<file path="src/design/cd_dsp_defs.vh">
// constants for the command port, control registers and frame sync protection
// assumes 8-bit commands: address nibble high, data nibble low
//
// Function
// - host shifts bits on data/clock; latch loads word into addressed register
// - zero-cross-mute bit 1 enables zero-cross muting, 0 disables it
// - phase-servo-source bit: 0 frame sync reference, 1 base counters
// - crc-include bit 1 puts crc-good on subcode-q output during subcode sync
// - protection count bits 00/01/10/11 select 2/4/8/13 consecutive insertions
// - window bit 0 gives +-3 channel bits, 1 gives +-7
// - attenuation bit gives -12 dB; else mute input gives full mute
// - writing lower/upper track count loads that nibble of tracking counter
// - track count taken on rising edge of command latch
// - status pin shows jump-complete after lower, count pulse after upper
// - bottom-hold clock is frame clock /32 when 0, /16 when 1
// - peak-hold clock is frame clock /4 when 0, /2 when 1
// - gain bit 0 reduces speed-mode drive by 12 dB, 1 none
// - spindle mode codes decode forward, reverse, speed, hspeed, phase, auto, vco, stop
// - speed code 0000 normal, 0011 double speed
// - de-emphasis bit 1 selects internal digital, 0 external analog
// - reset clears de-emphasis bit 1
// - sync inside window accepted, outside ignored
// - missing sync in window replaced by internally generated sync
// - insertions reaching count raise unlock and accept next sync unconditionally
// - accepted sync clears unlock and restores windowed acceptance
// - lock flag high only when detected sync coincides with generated sync
`ifndef CD_DSP_DEFS_VH
`define CD_DSP_DEFS_VH

`define CMD_WIDTH 8
`define CMD_ADDR_HI 7
`define CMD_ADDR_LO 4
`define CMD_DATA_HI 3
`define REG_RESET 4'h0

`define ADDR_DEEMPH 4'h8
`define ADDR_DATA_CONTROL 4'h9
`define ADDR_SYNC_PROT 4'hA
`define ADDR_TRK_LOWER 4'hB
`define ADDR_TRK_UPPER 4'hC
`define ADDR_HOLD_GAIN 4'hD
`define ADDR_SPINDLE_MODE 4'hE
`define ADDR_SPEED 4'hF
`define STATUS_SEL_RESET 4'h0

`define BIT_ZERO_CROSS 3
`define BIT_PHASE_SRC 1
`define BIT_CRC_INCLUDE 0
`define BIT_PROT_HI 3
`define BIT_PROT_LO 2
`define BIT_WINDOW 1
`define BIT_ATTEN 0
`define BIT_BOTTOM_HOLD 2
`define BIT_PEAK_HOLD 1
`define BIT_GAIN 0
`define BIT_DEEMPH 1

`define MODE_FORWARD 4'h8
`define MODE_REVERSE 4'hA
`define MODE_SPEED 4'hE
`define MODE_HSPEED 4'hC
`define MODE_PHASE 4'hF
`define MODE_XPHSP 4'h6
`define MODE_VPHSP 4'h5
`define MODE_STOP 4'h0

`define SPEED_NORMAL 4'h0
`define SPEED_DOUBLE 4'h3

`define PROT_COUNT_00 4'h2
`define PROT_COUNT_01 4'h4
`define PROT_COUNT_10 4'h8
`define PROT_COUNT_11 4'hD
`define WIN_NARROW 10'h003
`define WIN_WIDE 10'h007
`define FRAME_BITS 588

`define HOLD_DIV32_LAST 5'h1F
`define HOLD_DIV16_LAST 4'hF
`define HOLD_DIV4_LAST 2'h3
`define HOLD_DIV2_LAST 1'h1

`endif

</file>
<file path="src/design/frame_sync_protect.v">
// frame sync protect and insert: window check, insertion, lock and unlock flags
// assumes bit_tick_i marks one channel bit and sync_det_i coincides with a tick
`timescale 1ns/1ps
`default_nettype none
`include "cd_dsp_defs.vh"
module frame_sync_protect #(
    parameter FRAME_LEN = `FRAME_BITS,
    parameter CW = 10
) (
    // clock and reset
    input wire clk_sys_i,
    input wire rst_n_i,
    // settings
    input wire [1:0] prot_sel_i,
    input wire window_wide_i,
    // channel bit timing and detector
    input wire bit_tick_i,
    input wire sync_det_i,
    // results
    output reg frame_sync_o,
    output reg sync_inserted_o,
    output reg sync_lock_flag_o,
    output reg sync_unlock_flag_o
);
    localparam [CW-1:0] LAST = FRAME_LEN - 1;
    localparam [CW-1:0] FLEN = FRAME_LEN;
    reg [CW-1:0] pos_q;
    reg [3:0] miss_q;
    reg got_q;
    reg [3:0] limit;
    reg [CW-1:0] half_win;
    wire in_win;
    wire accept;

    always @* begin
        case (prot_sel_i)
            2'b00: limit = `PROT_COUNT_00;
            2'b01: limit = `PROT_COUNT_01;
            2'b10: limit = `PROT_COUNT_10;
            default: limit = `PROT_COUNT_11;
        endcase
        half_win = window_wide_i ? `WIN_WIDE : `WIN_NARROW;
    end

    assign in_win = (pos_q >= FLEN - half_win) || (pos_q <= half_win);
    assign accept = bit_tick_i && sync_det_i && !got_q && (in_win || sync_unlock_flag_o);

    always @(posedge clk_sys_i or negedge rst_n_i) begin
        if (!rst_n_i) begin
            pos_q <= {CW{1'b0}};
            miss_q <= 4'h0;
            got_q <= 1'b0;
            frame_sync_o <= 1'b0;
            sync_inserted_o <= 1'b0;
            sync_lock_flag_o <= 1'b0;
            sync_unlock_flag_o <= 1'b0;
        end else begin
            frame_sync_o <= 1'b0;
            sync_inserted_o <= 1'b0;
            if (accept) begin
                // detected sync defines position zero
                pos_q <= {{(CW-1){1'b0}}, 1'b1};
                got_q <= 1'b1;
                miss_q <= 4'h0;
                frame_sync_o <= 1'b1;
                sync_unlock_flag_o <= 1'b0;
                sync_lock_flag_o <= (pos_q == {CW{1'b0}});
            end else if (bit_tick_i) begin
                pos_q <= (pos_q == LAST) ? {CW{1'b0}} : pos_q + 1'b1;
                if (pos_q == half_win) begin
                    got_q <= 1'b0;
                    if (!got_q) begin
                        frame_sync_o <= 1'b1;
                        sync_inserted_o <= 1'b1;
                        sync_lock_flag_o <= 1'b0;
                        if (miss_q != 4'hF)
                            miss_q <= miss_q + 1'b1;
                        if (miss_q + 1'b1 >= limit)
                            sync_unlock_flag_o <= 1'b1;
                    end
                end
            end
        end
    end
endmodule // frame_sync_protect
`default_nettype wire

</file>
<file path="src/design/cd_dsp_control_registers.v">
// serial command port, control registers, track counter, spindle mode pins
// assumes host pins are asynchronous; ticks and datapath inputs share clk_sys_i
`timescale 1ns/1ps
`default_nettype none
`include "cd_dsp_defs.vh"
module cd_dsp_control_registers #(
    parameter FRAME_LEN = `FRAME_BITS,
    parameter NPIN = 4
) (
    // clock and reset
    input wire clk_sys_i,
    input wire nrst_i,
    // host command port pins
    input wire command_clock_i,
    input wire command_data_i,
    input wire command_latch_i,
    // external mute pin
    input wire mute_pin_i,
    // timing ticks from the clock generator
    input wire crystal_frame_clock_i,
    input wire bit_tick_i,
    // frame sync detector
    input wire sync_det_i,
    // subcode inputs
    input wire subcode_q_data_i,
    input wire crc_good_indication_i,
    input wire subcode_sync_signal_i,
    // tracking counter status
    input wire jump_complete_n_i,
    input wire track_count_pulse_n_i,
    // spindle datapath results
    input wire speed_drive_i,
    input wire speed_drive_en_i,
    input wire phase_drive_i,
    input wire phase_velocity_i,
    // audio control
    output reg zero_cross_mute_o,
    output reg mute_full_o,
    output reg atten_12db_o,
    output reg deemph_internal_o,
    output reg double_speed_o,
    // servo control
    output reg phase_src_base_o,
    output reg bottom_hold_tick_o,
    output reg peak_hold_tick_o,
    output reg gain_reduce_o,
    // tracking counter
    output reg [7:0] track_count_o,
    output reg status_output_pin_o,
    // subcode q output
    output reg subcode_q_serial_out_o,
    // frame sync protection
    output wire frame_sync_o,
    output wire sync_inserted_o,
    output wire sync_lock_flag_o,
    output wire sync_unlock_flag_o,
    // spindle pins, output enables low while driven, servo enable high while running
    output reg spindle_drive_output_o,
    output reg spindle_drive_oe_n_o,
    output reg spindle_velocity_output_o,
    output reg spindle_velocity_oe_n_o,
    output reg spindle_filter_control_o,
    output reg spindle_filter_oe_n_o,
    output reg spindle_servo_enable_o
);
    // reset release
    reg [1:0] rst_sync_q;
    wire rst_n;

    always @(posedge clk_sys_i or negedge nrst_i) begin
        if (!nrst_i)
            rst_sync_q <= 2'b00;
        else
            rst_sync_q <= {rst_sync_q[0], 1'b1};
    end
    assign rst_n = rst_sync_q[1];

    // pin synchronisers: a change counts once stages two and three agree
    wire [NPIN-1:0] pin_raw;
    reg [NPIN-1:0] pin_s1_q;
    reg [NPIN-1:0] pin_s2_q;
    reg [NPIN-1:0] pin_s3_q;
    reg [NPIN-1:0] pin_q;
    reg [NPIN-1:0] pin_prev_q;
    wire [NPIN-1:0] pin_rise;

    assign pin_raw = {mute_pin_i, command_latch_i, command_data_i, command_clock_i};

    genvar gi;
    generate
        for (gi = 0; gi < NPIN; gi = gi + 1) begin : g_pin
            always @(posedge clk_sys_i or negedge rst_n) begin
                if (!rst_n) begin
                    pin_s1_q[gi] <= 1'b0;
                    pin_s2_q[gi] <= 1'b0;
                    pin_s3_q[gi] <= 1'b0;
                    pin_q[gi] <= 1'b0;
                    pin_prev_q[gi] <= 1'b0;
                end else begin
                    pin_s1_q[gi] <= pin_raw[gi];
                    pin_s2_q[gi] <= pin_s1_q[gi];
                    pin_s3_q[gi] <= pin_s2_q[gi];
                    if (pin_s2_q[gi] == pin_s3_q[gi])
                        pin_q[gi] <= pin_s3_q[gi];
                    pin_prev_q[gi] <= pin_q[gi];
                end
            end
            assign pin_rise[gi] = pin_q[gi] & ~pin_prev_q[gi];
        end
    endgenerate

    wire clk_rise;
    wire data_bit;
    wire latch_rise;
    wire mute_level;

    assign clk_rise = pin_rise[0];
    assign data_bit = pin_q[1];
    assign latch_rise = pin_rise[2];
    assign mute_level = pin_q[3];

    // command shift register, msb first
    reg [`CMD_WIDTH-1:0] shift_q;
    wire [3:0] cmd_addr;
    wire [3:0] cmd_data;

    always @(posedge clk_sys_i or negedge rst_n) begin
        if (!rst_n)
            shift_q <= {`CMD_WIDTH{1'b0}};
        else if (clk_rise)
            shift_q <= {shift_q[`CMD_WIDTH-2:0], data_bit};
    end

    assign cmd_addr = shift_q[`CMD_ADDR_HI:`CMD_ADDR_LO];
    assign cmd_data = shift_q[`CMD_DATA_HI:0];

    // control registers, write only
    reg [3:0] data_control_q;
    reg [3:0] sync_protect_attenuation_q;
    reg [3:0] track_count_lower_q;
    reg [3:0] track_count_upper_q;
    reg [3:0] spindle_hold_gain_q;
    reg [3:0] spindle_operating_mode_q;
    reg [3:0] playback_speed_select_q;
    reg [3:0] deemphasis_select_q;
    reg [3:0] status_sel_q;

    always @(posedge clk_sys_i or negedge rst_n) begin
        if (!rst_n) begin
            data_control_q <= `REG_RESET;
            sync_protect_attenuation_q <= `REG_RESET;
            track_count_lower_q <= `REG_RESET;
            track_count_upper_q <= `REG_RESET;
            spindle_hold_gain_q <= `REG_RESET;
            spindle_operating_mode_q <= `MODE_STOP;
            playback_speed_select_q <= `SPEED_NORMAL;
            deemphasis_select_q <= `REG_RESET;
            status_sel_q <= `STATUS_SEL_RESET;
        end else if (latch_rise) begin
            status_sel_q <= cmd_addr;
            case (cmd_addr)
                `ADDR_DATA_CONTROL: data_control_q <= cmd_data;
                `ADDR_SYNC_PROT: sync_protect_attenuation_q <= cmd_data;
                // track nibbles taken on latch rise
                `ADDR_TRK_LOWER: track_count_lower_q <= cmd_data;
                `ADDR_TRK_UPPER: track_count_upper_q <= cmd_data;
                `ADDR_HOLD_GAIN: spindle_hold_gain_q <= cmd_data;
                `ADDR_SPINDLE_MODE: spindle_operating_mode_q <= cmd_data;
                `ADDR_SPEED: playback_speed_select_q <= cmd_data;
                `ADDR_DEEMPH: deemphasis_select_q <= cmd_data;
                default: data_control_q <= data_control_q;
            endcase
        end
    end

    // frame sync protection
    frame_sync_protect #(
        .FRAME_LEN(FRAME_LEN),
        .CW(10)
    ) u_protect (
        .clk_sys_i(clk_sys_i),
        .rst_n_i(rst_n),
        .prot_sel_i({sync_protect_attenuation_q[`BIT_PROT_HI],
                     sync_protect_attenuation_q[`BIT_PROT_LO]}),
        .window_wide_i(sync_protect_attenuation_q[`BIT_WINDOW]),
        .bit_tick_i(bit_tick_i),
        .sync_det_i(sync_det_i),
        .frame_sync_o(frame_sync_o),
        .sync_inserted_o(sync_inserted_o),
        .sync_lock_flag_o(sync_lock_flag_o),
        .sync_unlock_flag_o(sync_unlock_flag_o)
    );

    // hold clock divider; tick input shares this clock
    reg [4:0] hold_cnt_q;

    always @(posedge clk_sys_i or negedge rst_n) begin
        if (!rst_n) begin
            hold_cnt_q <= 5'h00;
            bottom_hold_tick_o <= 1'b0;
            peak_hold_tick_o <= 1'b0;
        end else begin
            if (crystal_frame_clock_i)
                hold_cnt_q <= hold_cnt_q + 1'b1;
            bottom_hold_tick_o <= crystal_frame_clock_i &&
                (spindle_hold_gain_q[`BIT_BOTTOM_HOLD] ?
                 (hold_cnt_q[3:0] == `HOLD_DIV16_LAST) : (hold_cnt_q == `HOLD_DIV32_LAST));
            peak_hold_tick_o <= crystal_frame_clock_i &&
                (spindle_hold_gain_q[`BIT_PEAK_HOLD] ?
                 (hold_cnt_q[0] == `HOLD_DIV2_LAST) : (hold_cnt_q[1:0] == `HOLD_DIV4_LAST));
        end
    end

    // spindle pin decode
    reg drv_d;
    reg drv_oe_n_d;
    reg vel_d;
    reg vel_oe_n_d;
    reg filt_oe_n_d;
    reg enable_d;
    wire auto_phase;

    // auto modes run phase control while sync is locked
    assign auto_phase = sync_lock_flag_o;

    always @* begin
        drv_d = 1'b0;
        drv_oe_n_d = 1'b0;
        vel_d = 1'b0;
        vel_oe_n_d = 1'b1;
        filt_oe_n_d = 1'b0;
        enable_d = 1'b1;
        case (spindle_operating_mode_q)
            `MODE_FORWARD: drv_d = 1'b1;
            `MODE_REVERSE: drv_d = 1'b0;
            `MODE_SPEED, `MODE_HSPEED: begin
                drv_d = speed_drive_i;
                drv_oe_n_d = ~speed_drive_en_i;
            end
            `MODE_PHASE: begin
                drv_d = phase_drive_i;
                vel_d = phase_velocity_i;
                vel_oe_n_d = 1'b0;
                filt_oe_n_d = 1'b1;
            end
            `MODE_XPHSP, `MODE_VPHSP: begin
                if (auto_phase) begin
                    drv_d = phase_drive_i;
                    vel_d = phase_velocity_i;
                    vel_oe_n_d = 1'b0;
                    filt_oe_n_d = 1'b1;
                end else begin
                    drv_d = speed_drive_i;
                    drv_oe_n_d = ~speed_drive_en_i;
                end
            end
            `MODE_STOP: enable_d = 1'b0;
            // undefined codes behave as stop
            default: enable_d = 1'b0;
        endcase
    end

    // registered outputs
    always @(posedge clk_sys_i or negedge rst_n) begin
        if (!rst_n) begin
            zero_cross_mute_o <= 1'b0;
            mute_full_o <= 1'b0;
            atten_12db_o <= 1'b0;
            deemph_internal_o <= 1'b0;
            double_speed_o <= 1'b0;
            phase_src_base_o <= 1'b0;
            gain_reduce_o <= 1'b1;
            track_count_o <= 8'h00;
            status_output_pin_o <= 1'b1;
            subcode_q_serial_out_o <= 1'b0;
            spindle_drive_output_o <= 1'b0;
            spindle_drive_oe_n_o <= 1'b0;
            spindle_velocity_output_o <= 1'b0;
            spindle_velocity_oe_n_o <= 1'b1;
            spindle_filter_control_o <= 1'b0;
            spindle_filter_oe_n_o <= 1'b0;
            spindle_servo_enable_o <= 1'b0;
        end else begin
            zero_cross_mute_o <= data_control_q[`BIT_ZERO_CROSS];
            phase_src_base_o <= data_control_q[`BIT_PHASE_SRC];
            atten_12db_o <= sync_protect_attenuation_q[`BIT_ATTEN];
            mute_full_o <= ~sync_protect_attenuation_q[`BIT_ATTEN] & mute_level;
            gain_reduce_o <= ~spindle_hold_gain_q[`BIT_GAIN];
            double_speed_o <= (playback_speed_select_q == `SPEED_DOUBLE);
            deemph_internal_o <= deemphasis_select_q[`BIT_DEEMPH];
            track_count_o <= {track_count_upper_q, track_count_lower_q};
            if (data_control_q[`BIT_CRC_INCLUDE] && subcode_sync_signal_i)
                subcode_q_serial_out_o <= crc_good_indication_i;
            else
                subcode_q_serial_out_o <= subcode_q_data_i;
            case (status_sel_q)
                `ADDR_DATA_CONTROL: status_output_pin_o <= subcode_sync_signal_i;
                `ADDR_SYNC_PROT: status_output_pin_o <= sync_lock_flag_o;
                `ADDR_TRK_LOWER: status_output_pin_o <= jump_complete_n_i;
                `ADDR_TRK_UPPER: status_output_pin_o <= track_count_pulse_n_i;
                default: status_output_pin_o <= 1'b1;
            endcase
            spindle_drive_output_o <= drv_d;
            spindle_drive_oe_n_o <= drv_oe_n_d;
            spindle_velocity_output_o <= vel_d;
            spindle_velocity_oe_n_o <= vel_oe_n_d;
            spindle_filter_control_o <= 1'b0;
            spindle_filter_oe_n_o <= filt_oe_n_d;
            spindle_servo_enable_o <= enable_d;
        end
    end
endmodule // cd_dsp_control_registers
`default_nettype wire

</file>
<file path="config.mk">
export PLATFORM = sky130hd
export DESIGN_NAME = cd_dsp_control_registers
export DESIGN_NICKNAME = d
export VERILOG_FILES = /design/src/design/frame_sync_protect.v /design/src/design/cd_dsp_control_registers.v
export VERILOG_INCLUDE_DIRS = /design/src /design/src/design
export SDC_FILE = /design/constraint.sdc
export NUM_CORES = 1
export LEC_CHECK = 0
export BUFFER_PORTS_ARGS = -buffer_cell sky130_fd_sc_hd__buf_4
export CORE_AREA = 2 2 93 95
export CTS_CLUSTER_DIAMETER = 40
export CTS_CLUSTER_SIZE = 8
export DETAILED_ROUTE_END_ITERATION = 12
export DIE_AREA = 0 0 95 97
export PLACE_DENSITY_LB_ADDON = 0.2
export SLEW_MARGIN = 5
export SYNTH_ARGS = -nofsm -noshare
export SYNTH_HDL_FRONTEND = slang
export SYNTH_SLANG_ARGS = --single-unit
export TNS_END_PERCENT = 50
</file>
<file path="constraint.sdc">
create_clock -name clk_sys_i -period 6.2 [get_ports clk_sys_i]
set_input_delay 0 -clock clk_sys_i [delete_from_list [all_inputs] [get_ports clk_sys_i]]
set_output_delay 0 -clock clk_sys_i [all_outputs]
set_load 0.01 [all_outputs]
</file>
Word-level counts from Yosys, hierarchy flattened
Cells that the tools add are included.
{"block": "word_totals", "elab_cells": 175, "out_inout_bits": 30, "in_bits": 18, "reg_bits": 110}
{"block": "classes", "magnitude_cmp": 3, "reduce_logical": 30, "eq_ne": 33, "n_addsub": 4, "mux": 42, "bitwise_logic": 8}
{"cell": "$eq A4 B4 Y1 const B", "n": 18}
{"cell": "$mux W10", "n": 3}
{"cell": "$mux W1", "n": 26}
{"cell": "$mux W4", "n": 5}
{"cell": "$reduce_and A2 Y1", "n": 9}
{"cell": "$pmux W4 S3", "n": 1}
{"cell": "$add A10 B1 Y10 const B", "n": 1}
{"cell": "$eq A10 B10 Y1", "n": 1}
{"cell": "$eq A10 B10 Y1 const B", "n": 1}
{"cell": "$ge A10 B10 Y1", "n": 1}
{"cell": "$le A10 B10 Y1", "n": 1}
{"cell": "$logic_not A10 Y1", "n": 1}
{"cell": "$sub A10 B10 Y10 const A", "n": 1}
{"cell": "$eq A4 B3 Y1 const B", "n": 2}
{"cell": "$pmux W1 S2", "n": 4}
{"cell": "$pmux W1 S4", "n": 2}
{"cell": "$reduce_and A4 Y1", "n": 2}
{"cell": "$reduce_bool A2 Y1", "n": 4}
{"cell": "$reduce_or A7 Y1", "n": 1}
{"cell": "$logic_and A1 B1 Y1", "n": 6}
{"cell": "$add A5 B1 Y5 const B", "n": 1}
{"cell": "$eq A5 B5 Y1 const B", "n": 1}
{"cell": "$not A1 Y1", "n": 5}
{"cell": "$add A4 B1 Y4 const B", "n": 1}
{"cell": "other kinds (14)", "n": 22}

Logic depth before layout (Yosys ltp)
{"block": "depth", "depth_word": 8, "ltp_mapped": 8}

Cells and area by module
From an unflattened synthesis, not the netlist that was laid out.
{"block": "unflattened", "hier_cells": 344, "hier_area_um2": 4533.1}
{"module": "cd_dsp_control_registers", "cells_each": 205, "instances": 1, "seq_area_each_um2": 2230.9, "area_each_um2": 3231.8}
{"module": "frame_sync_protect", "cells_each": 139, "instances": 1, "seq_area_each_um2": 475.5, "area_each_um2": 1301.2}

Least setup slack after synthesis
Ideal clock, no wire load.
{"block": "synth_path", "path_type": "reg2reg", "start": "register u_protect.pos_q[7]", "end": "register u_protect.pos_q[6]", "arrival_ns": 1.936, "path_slack_ns": 4.124, "n_path_buf": 2, "required_time_ns": 6.061, "path_stages_with_launch": 8, "period_less_slack_ns": 2.076, "path_cell_list": "dfrtp_1 buf_6 or4_4 o311a_1 a2bb2oi_1 clkbuf_1 nand2_1 o221ai_1"}
{"block": "synth_via", "elab_chain_len": 5, "elab_cells_between_ends": 10, "classes_between": "order compare (2); eq/ne (1); mux (3); reduce/logical (4)"}
{"item": "from (decl)", "line": "frame_sync_protect.v:27", "text": "reg [CW-1:0] pos_q;"}
{"item": "from (signal assigned)", "line": "frame_sync_protect.v:50", "text": "pos_q <= {CW{1'b0}};"}
{"item": "from (signal assigned)", "line": "frame_sync_protect.v:62", "text": "pos_q <= {{(CW-1){1'b0}}, 1'b1};"}
{"item": "from (signal assigned)", "line": "frame_sync_protect.v:69", "text": "pos_q <= (pos_q == LAST) ? {CW{1'b0}} : pos_q + 1'b1;"}
{"item": "$ge A10 B10 Y1 / $le A10 B10 Y1 (equally long branches)", "line": "frame_sync_protect.v:45", "text": "assign in_win = (pos_q >= FLEN - half_win) || (pos_q <= half_win);"}
{"item": "$logic_or A1 B1 Y1", "line": "frame_sync_protect.v:45"}
{"item": "$logic_or A1 B1 Y1", "line": "frame_sync_protect.v:46", "text": "assign accept = bit_tick_i && sync_det_i && !got_q && (in_win || sync_unlock_flag_o);"}
{"item": "$logic_and A1 B1 Y1", "line": "frame_sync_protect.v:46"}
{"item": "$mux W10 / $reduce_bool A2 Y1 (equally long branches)"}
Parallel ways exist; a longest one is shown, timed or not. The select of a mux whose other input is x is not followed.
A chain may end at the register's enable or synchronous reset.

Final worst setup path
{"block": "layout_path", "start": "register u_protect.pos_q[2]", "end": "register u_protect.pos_q[6]"}
{"block": "layout_via", "elab_chain_len": 5, "elab_cells_between_ends": 11, "classes_between": "add/sub (1); order compare (2); eq/ne (1); mux (3); reduce/logical (4)"}
{"item": "parallel branches: the longest is 5 deep, another holds $add A10 B1 Y10"}
Several ways; the timed one is not identified. The select of a mux whose other input is x is not followed.

==> metrics <==
transition time of the tightest slew-check pin=just over 0.7 ns; main flop type after synthesis=dfrtp_1; Cell Pwr Density=333 nW/µm²; TritonCTS clock tree=yes; ant diodes=0; antenna violations before repair=0; unrepaired setup endpoints after global routing=false; CP max-delay cell=a2bb2oi_1; ys async rst share=100%; Finished Cell Area=around 5200 µm²; Area Overhead vs Synth=17.6%; cts repair resizes=0; Clock Pin Slew Worst Setup and Hold Paths=0.11 ns; antenna viol nets, final=0; Slew Viols, Final=0; DRT Wirelength=7380 µm; Net Sw Frac=32.6%; largest net degree at the start of global routing=56; Initial DRT Pass Iterations=4; core area=8130 µm²; Worst Hold Class=primary input to flip-flop; Fin Setup TNS=0 ns; die height=between 90 and 100 µm; Peak supply drop=~0.00016 V; Num CTS Buffers=9; overall power=1.72 mW; slowest stage delay, CP=0.59 ns; CTS max path bufs=2; placer's final routability congestion estimate=slightly below 0.8; DR vias/cell=5.30; Max Cap Viol=0; I/O Pins=48; number of synthesized flops with an enable pin=0; Setup CP Type=flip-flop to flip-flop; post-synthesis adder-cell area fraction=4.61%; DPL Wire Length=4920 µm; grt ovf=0; Final Non-Filler Cells=530; Synth Cell Area=around 4400 µm²; worst-path maximum fanout=11; Syn Area/Cell=between 10 and 15 µm²; # setup viols final=0; Critical Path RT=around 6.5 ns; Int Power=1.16 mW; DRC errors left=0; Die Area=9220 µm²; xor and xnor area share after synthesis=1.79%; Placed Cells=500; root buf cell=clkbuf_8; initial core utilization=54.0%; Worst setup SP type=flip-flop; highest clock rate=403 MHz; via count=2810; Post-Synth Simple-Gate Area=13.8%; Slew Limit Headroom=51.2%; DRT iter0 DRCs=94; mux cell area share after synthesis=about a tenth; status=finished clean; ratio of cells with drive above 1 in the final layout=about a quarter; Comb power frac=just over 20%; layout net count=roughly 450; vias in the first global route=2824; synth warn=0; Final Critical Period=2.48 ns; wire per inst=13.9 µm; Lkg Pwr=2.48 nW; I/O Buffers=46; clock skew=0.0170 ns; H-tree Lvls=3; share of the yosys chip area belonging to registers=61.6%; Yosys reg bits=108; critical path arrival=2.77 ns; post-synthesis compound-gate area fraction=5.84%; NetSw=about 560 µW; FP Rows=33; Netlist cell types=49; cell area after placement=4830 µm²; GR Util All Layers=17.8%; largest family of logic cells by synthesized area=simple AND/OR/NAND/NOR gates; Reg power frac=55.6%; Hold Vio Cnt, Final=0; Post-Syn Nets=slightly below 400; Tcrit/Tclk final=around 40%; CTS Sinks=between 100 and 150; Setup crit end kind=flip-flop; worst-path cell chain=ha_1 > a21boi_0 > o311a_1 > a2bb2oi_1 > buf_4 > nand2_1 > o221ai_1; Synth Instances=360; Clock power frac=24.1%; Die Width=95 µm; first-pass GRT wire length=around 13000 µm; later-pin clock latency in the skew report=0.37 ns
## area by class of cell
type                       count  area, µm²
tap                          105        131
fill                         655       2970
clock inverter                 7       75.1
multi-input combinational    225       1570
timing repair buffer          62        500
inverter                      14       52.6
clock buffer                   9        124
sequential                   108       2710
## cells in the final DEF (no fill, tap or decap), types with 4 or more instances in the layout
cell type / instances
ha_1: 13
nand3_1: 14
xnor2_1: 7
inv_1: 14
nor3_1: 6
nand2_1: 46
mux2_2: 32
nor2b_1: 9
or3_1: 4
dlygate4sd3_1: 14
o21ai_0: 15
dfrtp_1: 104
buf_4: 48
and2_1: 4
a21oi_1: 6
nor2_1: 11
clkbuf_8: 9
nor3b_1: 6
nand2b_1: 5
mux2i_1: 6
maj3_1: 4
## through the flow
stage	hold slack, ns	setup slack [ns]	utilization (%)
6_report	0.0288	3.72	63.5
5_1_grt	0.0326	3.50	63.5
4_1_cts	0.0210	3.71	63.5
3_5_place_dp	-0.215	3.74	59.4
3_3_place_gp	-0.217	3.85	59.4
2_1_floorplan	-0.296	2.97	-
## cell families (layout without fill, tap and decap cells)
family / Yosys count / in the layout
simple gates: 119 / 119
buf+inv: 27 / 92
compound gates: 40 / 40
xor+xnor: 9 / 9
flops: 108 / 108
other cells: 2 / 2
fa+ha+maj: 17 / 17
mux: 38 / 38
## final timing paths
| kind | startpoint | endpoint | slack (ns) | cells past startpoint |
|---|---|---|---|---|
| worst max register to register | u_protect.pos_q[2] | u_protect.pos_q[6] | 3.72 | 7 |
| worst min register to register | rst_sync_q[1] | pin_s2_q[0] | 0.35 | 0 |
| worst max-delay path | u_protect.pos_q[2] | u_protect.pos_q[6] | 3.72 | 7 |
| min in group asynchronous | rst_sync_q[1] | pin_s2_q[0] | 0.35 | 0 |
| max in group asynchronous | rst_sync_q[1] | u_protect.pos_q[1] | 4.73 | 1 |
| worst min-delay path | subcode_sync_signal_i | status_output_pin_o | 0.03 | 5 |
## cells in the mapped netlist, types with 3 or more instances
| master | n | area share, % |
|---|---|---|
| dfrtp_1 | 105 | 60 |
| nand2_1 | 46 | 3.9 |
| mux2_2 | 32 | 8.2 |
| o21ai_0 | 15 | 1.7 |
| inv_1 | 14 | 1.2 |
| nand3_1 | 14 | 1.6 |
| ha_1 | 13 | 3.7 |
| nor2_1 | 11 | 0.94 |
| nor2b_1 | 9 | 1.3 |
| clkbuf_1 | 8 | 0.68 |
| xnor2_1 | 7 | 1.4 |
| a21oi_1 | 6 | 0.68 |
| mux2i_1 | 6 | 1.4 |
| nor3_1 | 6 | 0.68 |
| nor3b_1 | 6 | 1.0 |
| nand2b_1 | 5 | 0.71 |
| and2_1 | 4 | 0.57 |
| maj3_1 | 4 | 0.91 |
| or3_1 | 4 | 0.57 |
| a31oi_1 | 3 | 0.43 |
| and3_1 | 3 | 0.43 |
| dfstp_2 | 3 | 1.8 |
| nand3b_1 | 3 | 0.51 |
| nor4_1 | 3 | 0.43 |
| o2bb2ai_1 | 3 | 0.60 |
## flip-flops by register name, summed over array words and instances (netlist names), 4 cells and up
signal and flops:
hold_cnt_q 5, pin_s1_q 4, pin_s2_q 4, pin_s3_q 4
playback_speed_select_q 4, shift_q 8, spindle_operating_mode_q 4, status_sel_q 4
sync_protect_attenuation_q 4, track_count_lower_q 4, track_count_o 8, track_count_upper_q 4
u_protect.miss_q 4, u_protect.pos_q 10
## power by group through the flow
stage / Clock [mW] / Combinational (mW) / Sequential, mW
final: 0.416 / 0.350 / 0.958
after global placement: 0 / 0.333 / 0.962
after floorplan: 0 / 0.273 / 0.921
after CTS: 0.432 / 0.354 / 0.957
after detailed placement: 0 / 0.344 / 0.969
after global routing: 0.462 / 0.396 / 0.980
## metal layers
| metal | share of wire (%) | GRT usage [%] | vias up | routed length, µm |
|---|---|---|---|---|
| li1 | - | - | 1366 | - |
| met1 | 47 | 24.2 | 1371 | 3460 |
| met2 | 48 | 28.4 | 64 | 3520 |
| met3 | 4.0 | 3.82 | 9 | 298 |
| met4 | 1.4 | 6.02 | 0 | 101 |
| met5 | 0 | 0 | - | 0 |
## repair_timing
item,in CTS,in global routing
hold endpoints to repair,22,0
buffers inserted,0,0
hold buffers,14,0
## critical path: cells and delay by family (launching register included)
kind,cells,cell delay [ns]
compound gates,4,1.19
flops,1,0.45
fa+ha+maj,1,0.34
buf+inv,1,0.29
simple gates,1,0.14
No activity file was read; power rests on OpenSTA's default activity.
